**config.mk**
```make
export PLATFORM = sky130hd
export DESIGN_NAME = mcr_mode_config_three
export DESIGN_NICKNAME = d
export VERILOG_FILES = /design/src/pkg/mcr_pkg.sv /design/src/design/mcr_mode_config_three.sv
export SDC_FILE = /design/constraint.sdc
export NUM_CORES = 1
export LEC_CHECK = 0
export BUFFER_PORTS_ARGS = -buffer_cell sky130_fd_sc_hd__buf_2
export CAP_MARGIN = 20
export CORE_ASPECT_RATIO = 0.6
export CORE_MARGIN = 1.5
export CORE_UTILIZATION = 44
export CTS_CLUSTER_DIAMETER = 100
export DETAILED_ROUTE_END_ITERATION = 16
export PLACE_DENSITY_LB_ADDON = 0.05
export SLEW_MARGIN = 20
export SYNTH_ARGS = -nofsm -noshare
export SYNTH_HDL_FRONTEND = slang
export SYNTH_SLANG_ARGS = --single-unit
```
**constraint.sdc**
```tcl
create_clock -name pclk -period 1.9 [get_ports pclk]
set_input_delay 0.57 -clock pclk [delete_from_list [all_inputs] [get_ports pclk]]
set_output_delay 0.57 -clock pclk [all_outputs]
set_load 0.005 [all_outputs]
```
**src/pkg/mcr_pkg.sv**
```systemverilog
// Package for the third mode configuration register block: map, fields, carriers
`default_nettype none

package mcr_pkg;

    // Register indices; the byte address on the bus is four times the index
    localparam logic [15:0] MODE3_IDX    = 16'h031B;
    localparam logic [15:0] STATUS_IDX   = 16'h0320;
    localparam logic [15:0] MASK_IDX     = 16'h0321;
    localparam int          ADDR_SHIFT   = 2;
    localparam logic [15:0] MODE3_ADDR   = MODE3_IDX << ADDR_SHIFT;
    localparam logic [15:0] STATUS_ADDR  = STATUS_IDX << ADDR_SHIFT;
    localparam logic [15:0] MASK_ADDR    = MASK_IDX << ADDR_SHIFT;

    localparam int          MODE_W       = 8;
    localparam int          EVENT_W      = 3;

    // Event bit positions in the status and mask registers
    localparam int          EV_DEBUG     = 0;
    localparam int          EV_RX_ERR    = 1;
    localparam int          EV_SEND_ERR  = 2;

    // Function of the hold-grant output pin
    typedef enum logic [1:0] {
        HF_LEGACY  = 2'h0,
        HF_RX_ERR  = 2'h1,
        HF_TX_CMP  = 2'h2,
        HF_RX_CMP  = 2'h3
    } mcr_hold_func_t;

    // Field layout of mode_config_three, bit 7 down to bit 0
    typedef struct packed {
        logic           alternate_fieldbus_mode;
        logic           rx_echo_inverted;
        mcr_hold_func_t hold_func;
        logic           wide_segment_select;
        logic           quick_sync_new;
        logic           debug_irq_en;
        logic           pulse_mod_en;
    } mcr_mode_t;

    localparam mcr_mode_t MODE3_RST = '{default: 1'b0, hold_func: HF_LEGACY};

    // Bus handshake states, Gray coded
    typedef enum logic [0:0] {
        AP_IDLE = 1'b0,
        AP_ACK  = 1'b1
    } mcr_apb_st_t;

    typedef struct packed {
        logic        psel;
        logic        penable;
        logic        pwrite;
        logic [15:0] paddr;
        logic [31:0] pwdata;
    } mcr_apb_req_t;

    typedef struct packed {
        logic [31:0] prdata;
        logic        pready;
        logic        pslverr;
    } mcr_apb_rsp_t;

    localparam mcr_apb_rsp_t RSP_IDLE = '{default: '0};

    typedef struct packed {
        mcr_apb_st_t        apb_st;
        mcr_apb_rsp_t       rsp;
        mcr_mode_t          mode;
        logic [EVENT_W-1:0] status;
        logic [EVENT_W-1:0] mask;
        logic               irq;
        logic               hold_pin;
        logic               wv_pulse;
        logic [1:0]         txd_sync;
        logic [1:0]         rxd_sync;
        logic [1:0]         tx_dly;
        logic [1:0]         tx_act_dly;
    } mcr_state_t;

    localparam mcr_state_t STATE_RST = '{apb_st: AP_IDLE, rsp: RSP_IDLE,
                                         mode: MODE3_RST, default: '0};

endpackage : mcr_pkg

`default_nettype wire

```
**src/design/mcr_mode_config_three.sv**
```systemverilog
// Third mode configuration register with its hold-pin error trigger and debug event
`default_nettype none

module mcr_mode_config_three
(
    input  wire logic                  pclk,
    input  wire logic                  presetn,
    input  wire logic                  ce,
    input  wire mcr_pkg::mcr_apb_req_t apb_req,
    output var  mcr_pkg::mcr_apb_rsp_t apb_rsp,
    output var  mcr_pkg::mcr_mode_t    mode_cfg,
    input  wire logic                  seq_cmd_hit,
    input  wire logic                  rx_error,
    input  wire logic                  legacy_hold_token,
    input  wire logic                  tx_active,
    input  wire logic                  tx_data,
    input  wire logic                  transmit_line_pin,
    input  wire logic                  receive_line_pin,
    output var  logic                  hold_grant_output_pin,
    output var  logic                  write_violation_irq,
    output var  logic                  irq
);
    import mcr_pkg::*;

    mcr_state_t cur_reg;
    mcr_state_t state_next;

    function automatic logic addr_is(input logic [15:0] addr, input logic [15:0] target);
        addr_is = (addr == target);
    endfunction : addr_is

    function automatic logic addr_mapped(input logic [15:0] addr);
        addr_mapped = addr_is(addr, MODE3_ADDR) || addr_is(addr, STATUS_ADDR)
                      || addr_is(addr, MASK_ADDR);
    endfunction : addr_mapped

    logic               mism_tx;
    logic               mism_rx;
    logic               send_err;
    logic [EVENT_W-1:0] events;
    logic [EVENT_W-1:0] clr_mask;
    logic               wr_take;

    always_comb
    begin
        state_next = cur_reg;
        mism_tx    = 1'b0;
        mism_rx    = 1'b0;
        send_err   = 1'b0;
        events     = '0;
        clr_mask   = '0;
        wr_take    = 1'b0;
        if (ce)
        begin
            // Pins cross in through two flops; sent data is delayed to match
            state_next.txd_sync   = {cur_reg.txd_sync[0], transmit_line_pin};
            state_next.rxd_sync   = {cur_reg.rxd_sync[0], receive_line_pin};
            state_next.tx_dly     = {cur_reg.tx_dly[0], tx_data};
            state_next.tx_act_dly = {cur_reg.tx_act_dly[0], tx_active};

            mism_tx = cur_reg.tx_act_dly[1]
                      && (cur_reg.txd_sync[1] != cur_reg.tx_dly[1]);
            mism_rx = cur_reg.tx_act_dly[1]
                      && (cur_reg.rxd_sync[1]
                          != (cur_reg.tx_dly[1] ^ cur_reg.mode.rx_echo_inverted));

            unique case (cur_reg.mode.hold_func)
                HF_LEGACY:
                begin
                    state_next.hold_pin = legacy_hold_token;
                end
                HF_RX_ERR:
                begin
                    state_next.hold_pin = rx_error;
                end
                HF_TX_CMP:
                begin
                    send_err            = mism_tx;
                    state_next.hold_pin = mism_tx;
                end
                HF_RX_CMP:
                begin
                    send_err            = mism_rx;
                    state_next.hold_pin = mism_rx;
                end
            endcase

            state_next.wv_pulse = cur_reg.mode.debug_irq_en && seq_cmd_hit;
            events[EV_DEBUG]    = state_next.wv_pulse;
            events[EV_RX_ERR]   = rx_error;
            events[EV_SEND_ERR] = send_err;

            // Registered answer: pready is loaded at the setup edge, so there is no wait state and every output is on a flop
            unique case (cur_reg.apb_st)
                AP_IDLE:
                begin
                    if (apb_req.psel && !apb_req.penable)
                    begin
                        state_next.apb_st      = AP_ACK;
                        state_next.rsp.pready  = 1'b1;
                        state_next.rsp.pslverr = !addr_mapped(apb_req.paddr);
                        state_next.rsp.prdata  = '0;
                        if (!apb_req.pwrite && addr_is(apb_req.paddr, STATUS_ADDR))
                        begin
                            state_next.rsp.prdata[EVENT_W-1:0] = cur_reg.status;
                        end
                        if (!apb_req.pwrite && addr_is(apb_req.paddr, MASK_ADDR))
                        begin
                            state_next.rsp.prdata[EVENT_W-1:0] = cur_reg.mask;
                        end
                    end
                end
                AP_ACK:
                begin
                    if (apb_req.psel && apb_req.penable)
                    begin
                        state_next.apb_st = AP_IDLE;
                        state_next.rsp    = RSP_IDLE;
                        wr_take           = apb_req.pwrite;
                    end
                end
            endcase

            // Reads fall through here untouched, so they cannot disturb settings
            if (wr_take && addr_is(apb_req.paddr, MODE3_ADDR))
            begin
                state_next.mode = mcr_mode_t'(apb_req.pwdata[MODE_W-1:0]);
            end
            if (wr_take && addr_is(apb_req.paddr, MASK_ADDR))
            begin
                state_next.mask = apb_req.pwdata[EVENT_W-1:0];
            end
            if (wr_take && addr_is(apb_req.paddr, STATUS_ADDR))
            begin
                clr_mask = apb_req.pwdata[EVENT_W-1:0];
            end
            // A new event beats a clear in the same cycle
            state_next.status = (cur_reg.status & ~clr_mask) | events;
            state_next.irq    = |(state_next.status & state_next.mask);
        end
    end

    always_ff @(posedge pclk or negedge presetn)
    begin
        if (!presetn)
        begin
            cur_reg <= STATE_RST;
        end
        else
        begin
            cur_reg <= state_next;
        end
    end

    assign apb_rsp               = cur_reg.rsp;
    assign mode_cfg              = cur_reg.mode;
    assign hold_grant_output_pin = cur_reg.hold_pin;
    assign write_violation_irq   = cur_reg.wv_pulse;
    assign irq                   = cur_reg.irq;

    property p_mode_write;
        @(posedge pclk) disable iff (!presetn)
        (ce && cur_reg.apb_st == AP_ACK && apb_req.psel && apb_req.penable
         && apb_req.pwrite && apb_req.paddr == MODE3_ADDR)
        |=> (mode_cfg == mcr_mode_t'($past(apb_req.pwdata[MODE_W-1:0])));
    endproperty
    a_mode_write: assert property (p_mode_write)
        else $error("mode register write not stored");

    property p_mode_read_zero;
        @(posedge pclk) disable iff (!presetn)
        (ce && cur_reg.apb_st == AP_IDLE && apb_req.psel && !apb_req.penable
         && !apb_req.pwrite && apb_req.paddr == MODE3_ADDR)
        |=> (apb_rsp.pready && apb_rsp.prdata == '0 && !apb_rsp.pslverr);
    endproperty
    a_mode_read_zero: assert property (p_mode_read_zero)
        else $error("write-only register returned data");

    property p_read_no_change;
        @(posedge pclk) disable iff (!presetn)
        (apb_req.psel && !apb_req.pwrite) ##1 (apb_req.psel && !apb_req.pwrite)
        |=> $stable(mode_cfg);
    endproperty
    a_read_no_change: assert property (p_read_no_change)
        else $error("read changed the mode register");

    property p_reset_values;
        @(posedge pclk)
        $rose(presetn) |-> (mode_cfg == MODE3_RST && !hold_grant_output_pin);
    endproperty
    a_reset_values: assert property (p_reset_values)
        else $error("mode register not cleared by reset");

    property p_debug_fires;
        @(posedge pclk) disable iff (!presetn)
        (ce && mode_cfg.debug_irq_en && seq_cmd_hit)
        |=> (write_violation_irq && cur_reg.status[EV_DEBUG]);
    endproperty
    a_debug_fires: assert property (p_debug_fires)
        else $error("debug command did not raise write violation");

    property p_debug_quiet;
        @(posedge pclk) disable iff (!presetn)
        (ce && !mode_cfg.debug_irq_en) |=> !write_violation_irq;
    endproperty
    a_debug_quiet: assert property (p_debug_quiet)
        else $error("write violation raised while disabled");

    property p_legacy_pin;
        @(posedge pclk) disable iff (!presetn)
        (ce && mode_cfg.hold_func == HF_LEGACY)
        |=> (hold_grant_output_pin == $past(legacy_hold_token));
    endproperty
    a_legacy_pin: assert property (p_legacy_pin)
        else $error("legacy hold token not passed through");

    property p_rx_err_pulse;
        @(posedge pclk) disable iff (!presetn)
        (ce && mode_cfg.hold_func == HF_RX_ERR)
        |=> (hold_grant_output_pin == $past(rx_error));
    endproperty
    a_rx_err_pulse: assert property (p_rx_err_pulse)
        else $error("hold pin does not follow receive error");

    property p_tx_match;
        @(posedge pclk) disable iff (!presetn)
        (ce && mode_cfg.hold_func == HF_TX_CMP && cur_reg.tx_act_dly[1]
         && cur_reg.txd_sync[1] == cur_reg.tx_dly[1])
        |=> !hold_grant_output_pin;
    endproperty
    a_tx_match: assert property (p_tx_match)
        else $error("matching transmit pin flagged as send error");

    // Nothing is compared while the delayed transmit-active flag is low
    property p_tx_idle;
        @(posedge pclk) disable iff (!presetn)
        (ce && (mode_cfg.hold_func == HF_TX_CMP || mode_cfg.hold_func == HF_RX_CMP)
         && !cur_reg.tx_act_dly[1])
        |=> !hold_grant_output_pin;
    endproperty
    a_tx_idle: assert property (p_tx_idle)
        else $error("send error flagged while not transmitting");

    property p_tx_mismatch;
        @(posedge pclk) disable iff (!presetn)
        (ce && mode_cfg.hold_func == HF_TX_CMP && cur_reg.tx_act_dly[1]
         && cur_reg.txd_sync[1] != cur_reg.tx_dly[1])
        |=> (hold_grant_output_pin && cur_reg.status[EV_SEND_ERR]);
    endproperty
    a_tx_mismatch: assert property (p_tx_mismatch)
        else $error("transmit pin mismatch not flagged");

    property p_rx_match;
        @(posedge pclk) disable iff (!presetn)
        (ce && mode_cfg.hold_func == HF_RX_CMP && cur_reg.tx_act_dly[1]
         && cur_reg.rxd_sync[1] == (cur_reg.tx_dly[1] ^ mode_cfg.rx_echo_inverted))
        |=> !hold_grant_output_pin;
    endproperty
    a_rx_match: assert property (p_rx_match)
        else $error("matching echo flagged as send error");

    property p_rx_mismatch;
        @(posedge pclk) disable iff (!presetn)
        (ce && mode_cfg.hold_func == HF_RX_CMP && cur_reg.tx_act_dly[1]
         && cur_reg.rxd_sync[1] != (cur_reg.tx_dly[1] ^ mode_cfg.rx_echo_inverted))
        |=> hold_grant_output_pin;
    endproperty
    a_rx_mismatch: assert property (p_rx_mismatch)
        else $error("receive pin mismatch not flagged");

    property p_irq_level;
        @(posedge pclk) disable iff (!presetn)
        irq == |(cur_reg.status & cur_reg.mask);
    endproperty
    a_irq_level: assert property (p_irq_level)
        else $error("interrupt level disagrees with status and mask");

    property p_status_sticky;
        @(posedge pclk) disable iff (!presetn)
        (cur_reg.status[EV_RX_ERR]
         && !(ce && cur_reg.apb_st == AP_ACK && apb_req.psel && apb_req.penable
              && apb_req.pwrite && apb_req.paddr == STATUS_ADDR
              && apb_req.pwdata[EV_RX_ERR]))
        |=> cur_reg.status[EV_RX_ERR];
    endproperty
    a_status_sticky: assert property (p_status_sticky)
        else $error("receive error status lost without a clear");

    property p_set_wins;
        @(posedge pclk) disable iff (!presetn)
        (ce && rx_error) |=> cur_reg.status[EV_RX_ERR];
    endproperty
    a_set_wins: assert property (p_set_wins)
        else $error("receive error not recorded in status");

    property p_w1c_clear;
        @(posedge pclk) disable iff (!presetn)
        (ce && cur_reg.apb_st == AP_ACK && apb_req.psel && apb_req.penable
         && apb_req.pwrite && apb_req.paddr == STATUS_ADDR
         && apb_req.pwdata[EV_RX_ERR] && !rx_error)
        |=> !cur_reg.status[EV_RX_ERR];
    endproperty
    a_w1c_clear: assert property (p_w1c_clear)
        else $error("write of one did not clear receive error status");

    // Modes 00 and 01 must never raise the send error flag
    property p_send_err_quiet;
        @(posedge pclk) disable iff (!presetn)
        (ce && !cur_reg.status[EV_SEND_ERR]
         && (mode_cfg.hold_func == HF_LEGACY || mode_cfg.hold_func == HF_RX_ERR))
        |=> !cur_reg.status[EV_SEND_ERR];
    endproperty
    a_send_err_quiet: assert property (p_send_err_quiet)
        else $error("send error flagged outside the compare modes");

    property p_unmapped_err;
        @(posedge pclk) disable iff (!presetn)
        (ce && cur_reg.apb_st == AP_IDLE && apb_req.psel && !apb_req.penable
         && apb_req.paddr != MODE3_ADDR && apb_req.paddr != STATUS_ADDR
         && apb_req.paddr != MASK_ADDR)
        |=> (apb_rsp.pready && apb_rsp.pslverr);
    endproperty
    a_unmapped_err: assert property (p_unmapped_err)
        else $error("unmapped address answered without error");

    property p_pready_once;
        @(posedge pclk) disable iff (!presetn)
        (ce && apb_rsp.pready && apb_req.psel && apb_req.penable) |=> !apb_rsp.pready;
    endproperty
    a_pready_once: assert property (p_pready_once)
        else $error("bus answer stood longer than one access cycle");

    // A low enable freezes every stored bit, bus answer included
    property p_ce_freeze;
        @(posedge pclk) disable iff (!presetn)
        !ce |=> ($stable(mode_cfg) && $stable(apb_rsp) && $stable(irq)
                 && $stable(hold_grant_output_pin));
    endproperty
    a_ce_freeze: assert property (p_ce_freeze)
        else $error("state moved while the clock enable was low");

endmodule : mcr_mode_config_three

`default_nettype wire

```
==> summary.txt <==
Detailed routing
  • First-iteration detailed-routing DRC count: 31
  • Post-route ant nets: 0
  • Total Wirelength: 3.76 mm
  • DR vias: 1392
  • Vias per inst: 4.67
  • DR WL/cell: 12.6 µm
  • Initial DRT Pass Iterations: 4
  • Drt drc: 0

Logic synthesis
  • Synthesized area: 0.00185 mm²
  • YS warnings: 0
  • Combinational family with the most area after synthesis: buffers and inverters
  • Compound-cell area share of the yosys netlist: 0.103
  • Post-synthesis xor/xnor area fraction: 0.00473
  • Mux cell area share after synthesis: 0.136
  • Mapped Cells: 185
  • Simple-Gate Fraction of Synth Area: 0.129
  • Post-synthesis adder-cell area fraction: 0
  • Seq cells post-synth: 31
  • Syn_area_per_cell: 10.0 µm²
  • Synth cell types: 35
  • Sequential area share after synthesis: 0.419

Floorplanning
  • Die ar.: 0.00462 mm²
  • Site Rows: 18
  • I/O pin count: 106
  • Chip Width: 86.8 µm
  • Starting Density: 0.455
  • Core Box Area: 0.00408 mm²
  • Die Y: 53.3 µm

Setup path
  • WS Path Type: primary input to register
  • CP required: 2090 ps
  • Critical path endpoint category: register
  • Startpoint class of the critical path: primary input
  • Slowest-stage cell, CP: or4b_4
  • Buf/Inv on CP: 2
  • R2R setup slack: 240 ps
  • Max incr delay on CP: 550 ps
  • Critical-path cell list: buf_6 -> or4b_4 -> nor3b_4 -> buf_4 -> nand4_1 -> o211a_1 -> o211ai_1
  • Highest fanout seen on the critical path: 6
  • WP data arrival: 2140 ps
  • CP top delay family: simple AND/OR/NAND/NOR gates

Placement
  • Port bufs: 52
  • Post-DP HPWL: 2.86 mm
  • Post-place setup slack: -346 ps
  • Placer congestion estimate: 0.791

Status
  • Failing checks: setup timing
  • Status: finished, violations left

Global route
  • Vias in the first global route: 1296
  • Largest net degree at the start of global routing: 32
  • First-pass GRT wire length: 6.12 mm
  • Antenna violations before repair: 0
  • Total Routing Usage GR: 0.178
  • Grt ovf: 0

CTS
  • Root cell of the clock tree: clkbuf_8
  • Clock Latency Late Sink: 280 ps
  • TritonCTS buffer count: 5
  • Max Root-Sink Buffers: 2
  • CTS tree: built
  • CTS clk-pin slew, worst paths: 60 ps
  • CTS H-Tree Depth: 2
  • CTS sink count: 31

Power and ir drop
  • Internal: 1.06 mW
  • Clock power share: 0.346
  • Pwr dens: 655 mW/mm²
  • Max IR drop VDD: 327 µV
  • Net Sw Power: 373 µW
  • Seq pwr share: 0.509
  • Switching share of power: 0.261
  • Static leakage: 1.13 nW
  • Combinational power share: 0.145

Layout
  • Number of diodes: 0
  • Final core occ: 0.536
  • Max FFs per register: 15
  • Share of cells above drive strength 1: 0.403
  • Final net count: 298
  • Syn-to-layout area delta: 18.0%

Job
  • Max_cap viols: 0

STA
  • Least-Margin Pin Slew: 696 ps
  • RSZ-0062 raised after global routing: true
  • FMAX: 513 MHz
  • Final slew viol count: 0
  • Final worst-path cycle share: 1.03
  • Post-layout min period: 1950 ps
  • Number of setup violations in the final report: 2
  • Clock Skew: 6.10 ps
  • Hold Fails Final Rpt: 0
  • Final setup margin: -48.0 ps
  • Max-slew headroom: 0.536

Hold path
  • Min-delay worst type: primary input to async pin
-- area by class of cell --
cell class	instances	area, µm²
fillers	383	1890
multi-input cells	125	837
clock buffers	6	72.6
well taps	60	75.1
clock inverters	2	12.5
repair buffers	64	375
flip-flops and latches	31	776
inverters	10	37.5
-- logic make-up (layout without fill, tap and decap cells) --
logic type / Yosys count / after routing
mux: 23 / 23
other cells: 1 / 29
xor+xnor: 1 / 1
flops: 31 / 31
buf+inv: 57 / 82
simple gates: 42 / 42
compound gates: 30 / 30
-- cells in the final DEF (no fill, tap or decap), drive strengths merged, types with 2 or more instances in the layout --
master | synthesis | routed
o21ai | 12 | 12
mux2 | 18 | 18
mux2i | 5 | 5
clkbuf | 2 | 6
nand3 | 3 | 3
conb | 1 | 29
nor2 | 12 | 12
a31oi | 2 | 2
nand2 | 12 | 12
nor4 | 2 | 2
nand4 | 2 | 2
inv | 10 | 10
dfrtp | 31 | 31
buf | 45 | 64
a21oi | 6 | 6
and4 | 6 | 6
o31ai | 2 | 2
-- Yosys cell counts, drive strengths merged --
master,instances,area share
buf,45,0.18
dfrtp,31,0.42
mux2,18,0.11
nand2,12,0.024
nor2,12,0.024
o21ai,12,0.032
inv,10,0.020
a21oi,6,0.016
and4,6,0.028
mux2i,5,0.027
nand3,3,0.0081
a31oi,2,0.0068
clkbuf,2,0.0041
nand4,2,0.0068
nor4,2,0.0068
o31ai,2,0.0081
a21boi,1,0.0041
a21o,1,0.0041
a22oi,1,0.0041
a41oi,1,0.0047
and3,1,0.0034
conb,1,0.0020
nand3b,1,0.0041
nor3b,1,0.010
nor4bb,1,0.0054
o211a,1,0.0054
o211ai,1,0.0041
o221ai,1,0.0047
o41ai,1,0.0088
or4b,1,0.0074
xnor2,1,0.0047
-- per-stage QoR --
stage / hold slack [ps] / TNS, ps / instances / power (mW) / instance area (µm²)
after floorplan: 274 / -228 / 213 / 0.892 / 1960
after global placement: 459 / -3210 / 288 / 0.930 / 2040
after detailed placement: 462 / -3680 / 288 / 0.937 / 2040
after CTS: 356 / -13.5 / 297 / 1.45 / 2160
after global routing: 378 / -356 / 298 / 1.53 / 2190
final: 333 / -53.4 / 298 / 1.43 / 2190
-- per-layer routing --
metal / vias up / part of all wire / global-route usage
met5: - / 0 / 0
met3: 2 / 0.068 / 0.0593
met4: 0 / 0.0021 / 0.0538
met2: 54 / 0.45 / 0.276
met1: 656 / 0.48 / 0.237
li1: 680 / - / -
-- what timing repair did --
action | 4_1_cts | 5_1_grt
endpoints found under the setup margin | 2 | 13
pin swaps | 7 | 4
setup buffers | 1 | 1
hold buffers | 0 | 0
resized for setup | 6 | 4
-- power groups by stage --
| stage | registers [mW] | logic, mW | clock network, mW |
|---|---|---|---|
| 2_1_floorplan | 0.735 | 0.158 | 0 |
| 3_3_place_gp | 0.740 | 0.190 | 0 |
| 3_5_place_dp | 0.742 | 0.195 | 0 |
| 4_1_cts | 0.729 | 0.201 | 0.521 |
| 5_1_grt | 0.735 | 0.236 | 0.561 |
| 6_report | 0.729 | 0.208 | 0.495 |
-- final timing paths --
check	depth (start not counted)	start	endpoint
max in group asynchronous	1	presetn	apb_rsp[3]
max reg2reg	6	cur_reg[59]	irq
min in group pclk	2	apb_rsp[4]	apb_rsp[4]
min	1	presetn	apb_rsp[1]
min reg2reg	2	apb_rsp[4]	apb_rsp[4]
max	7	apb_req[38]	irq
Power figures use the tool's default switching activity.
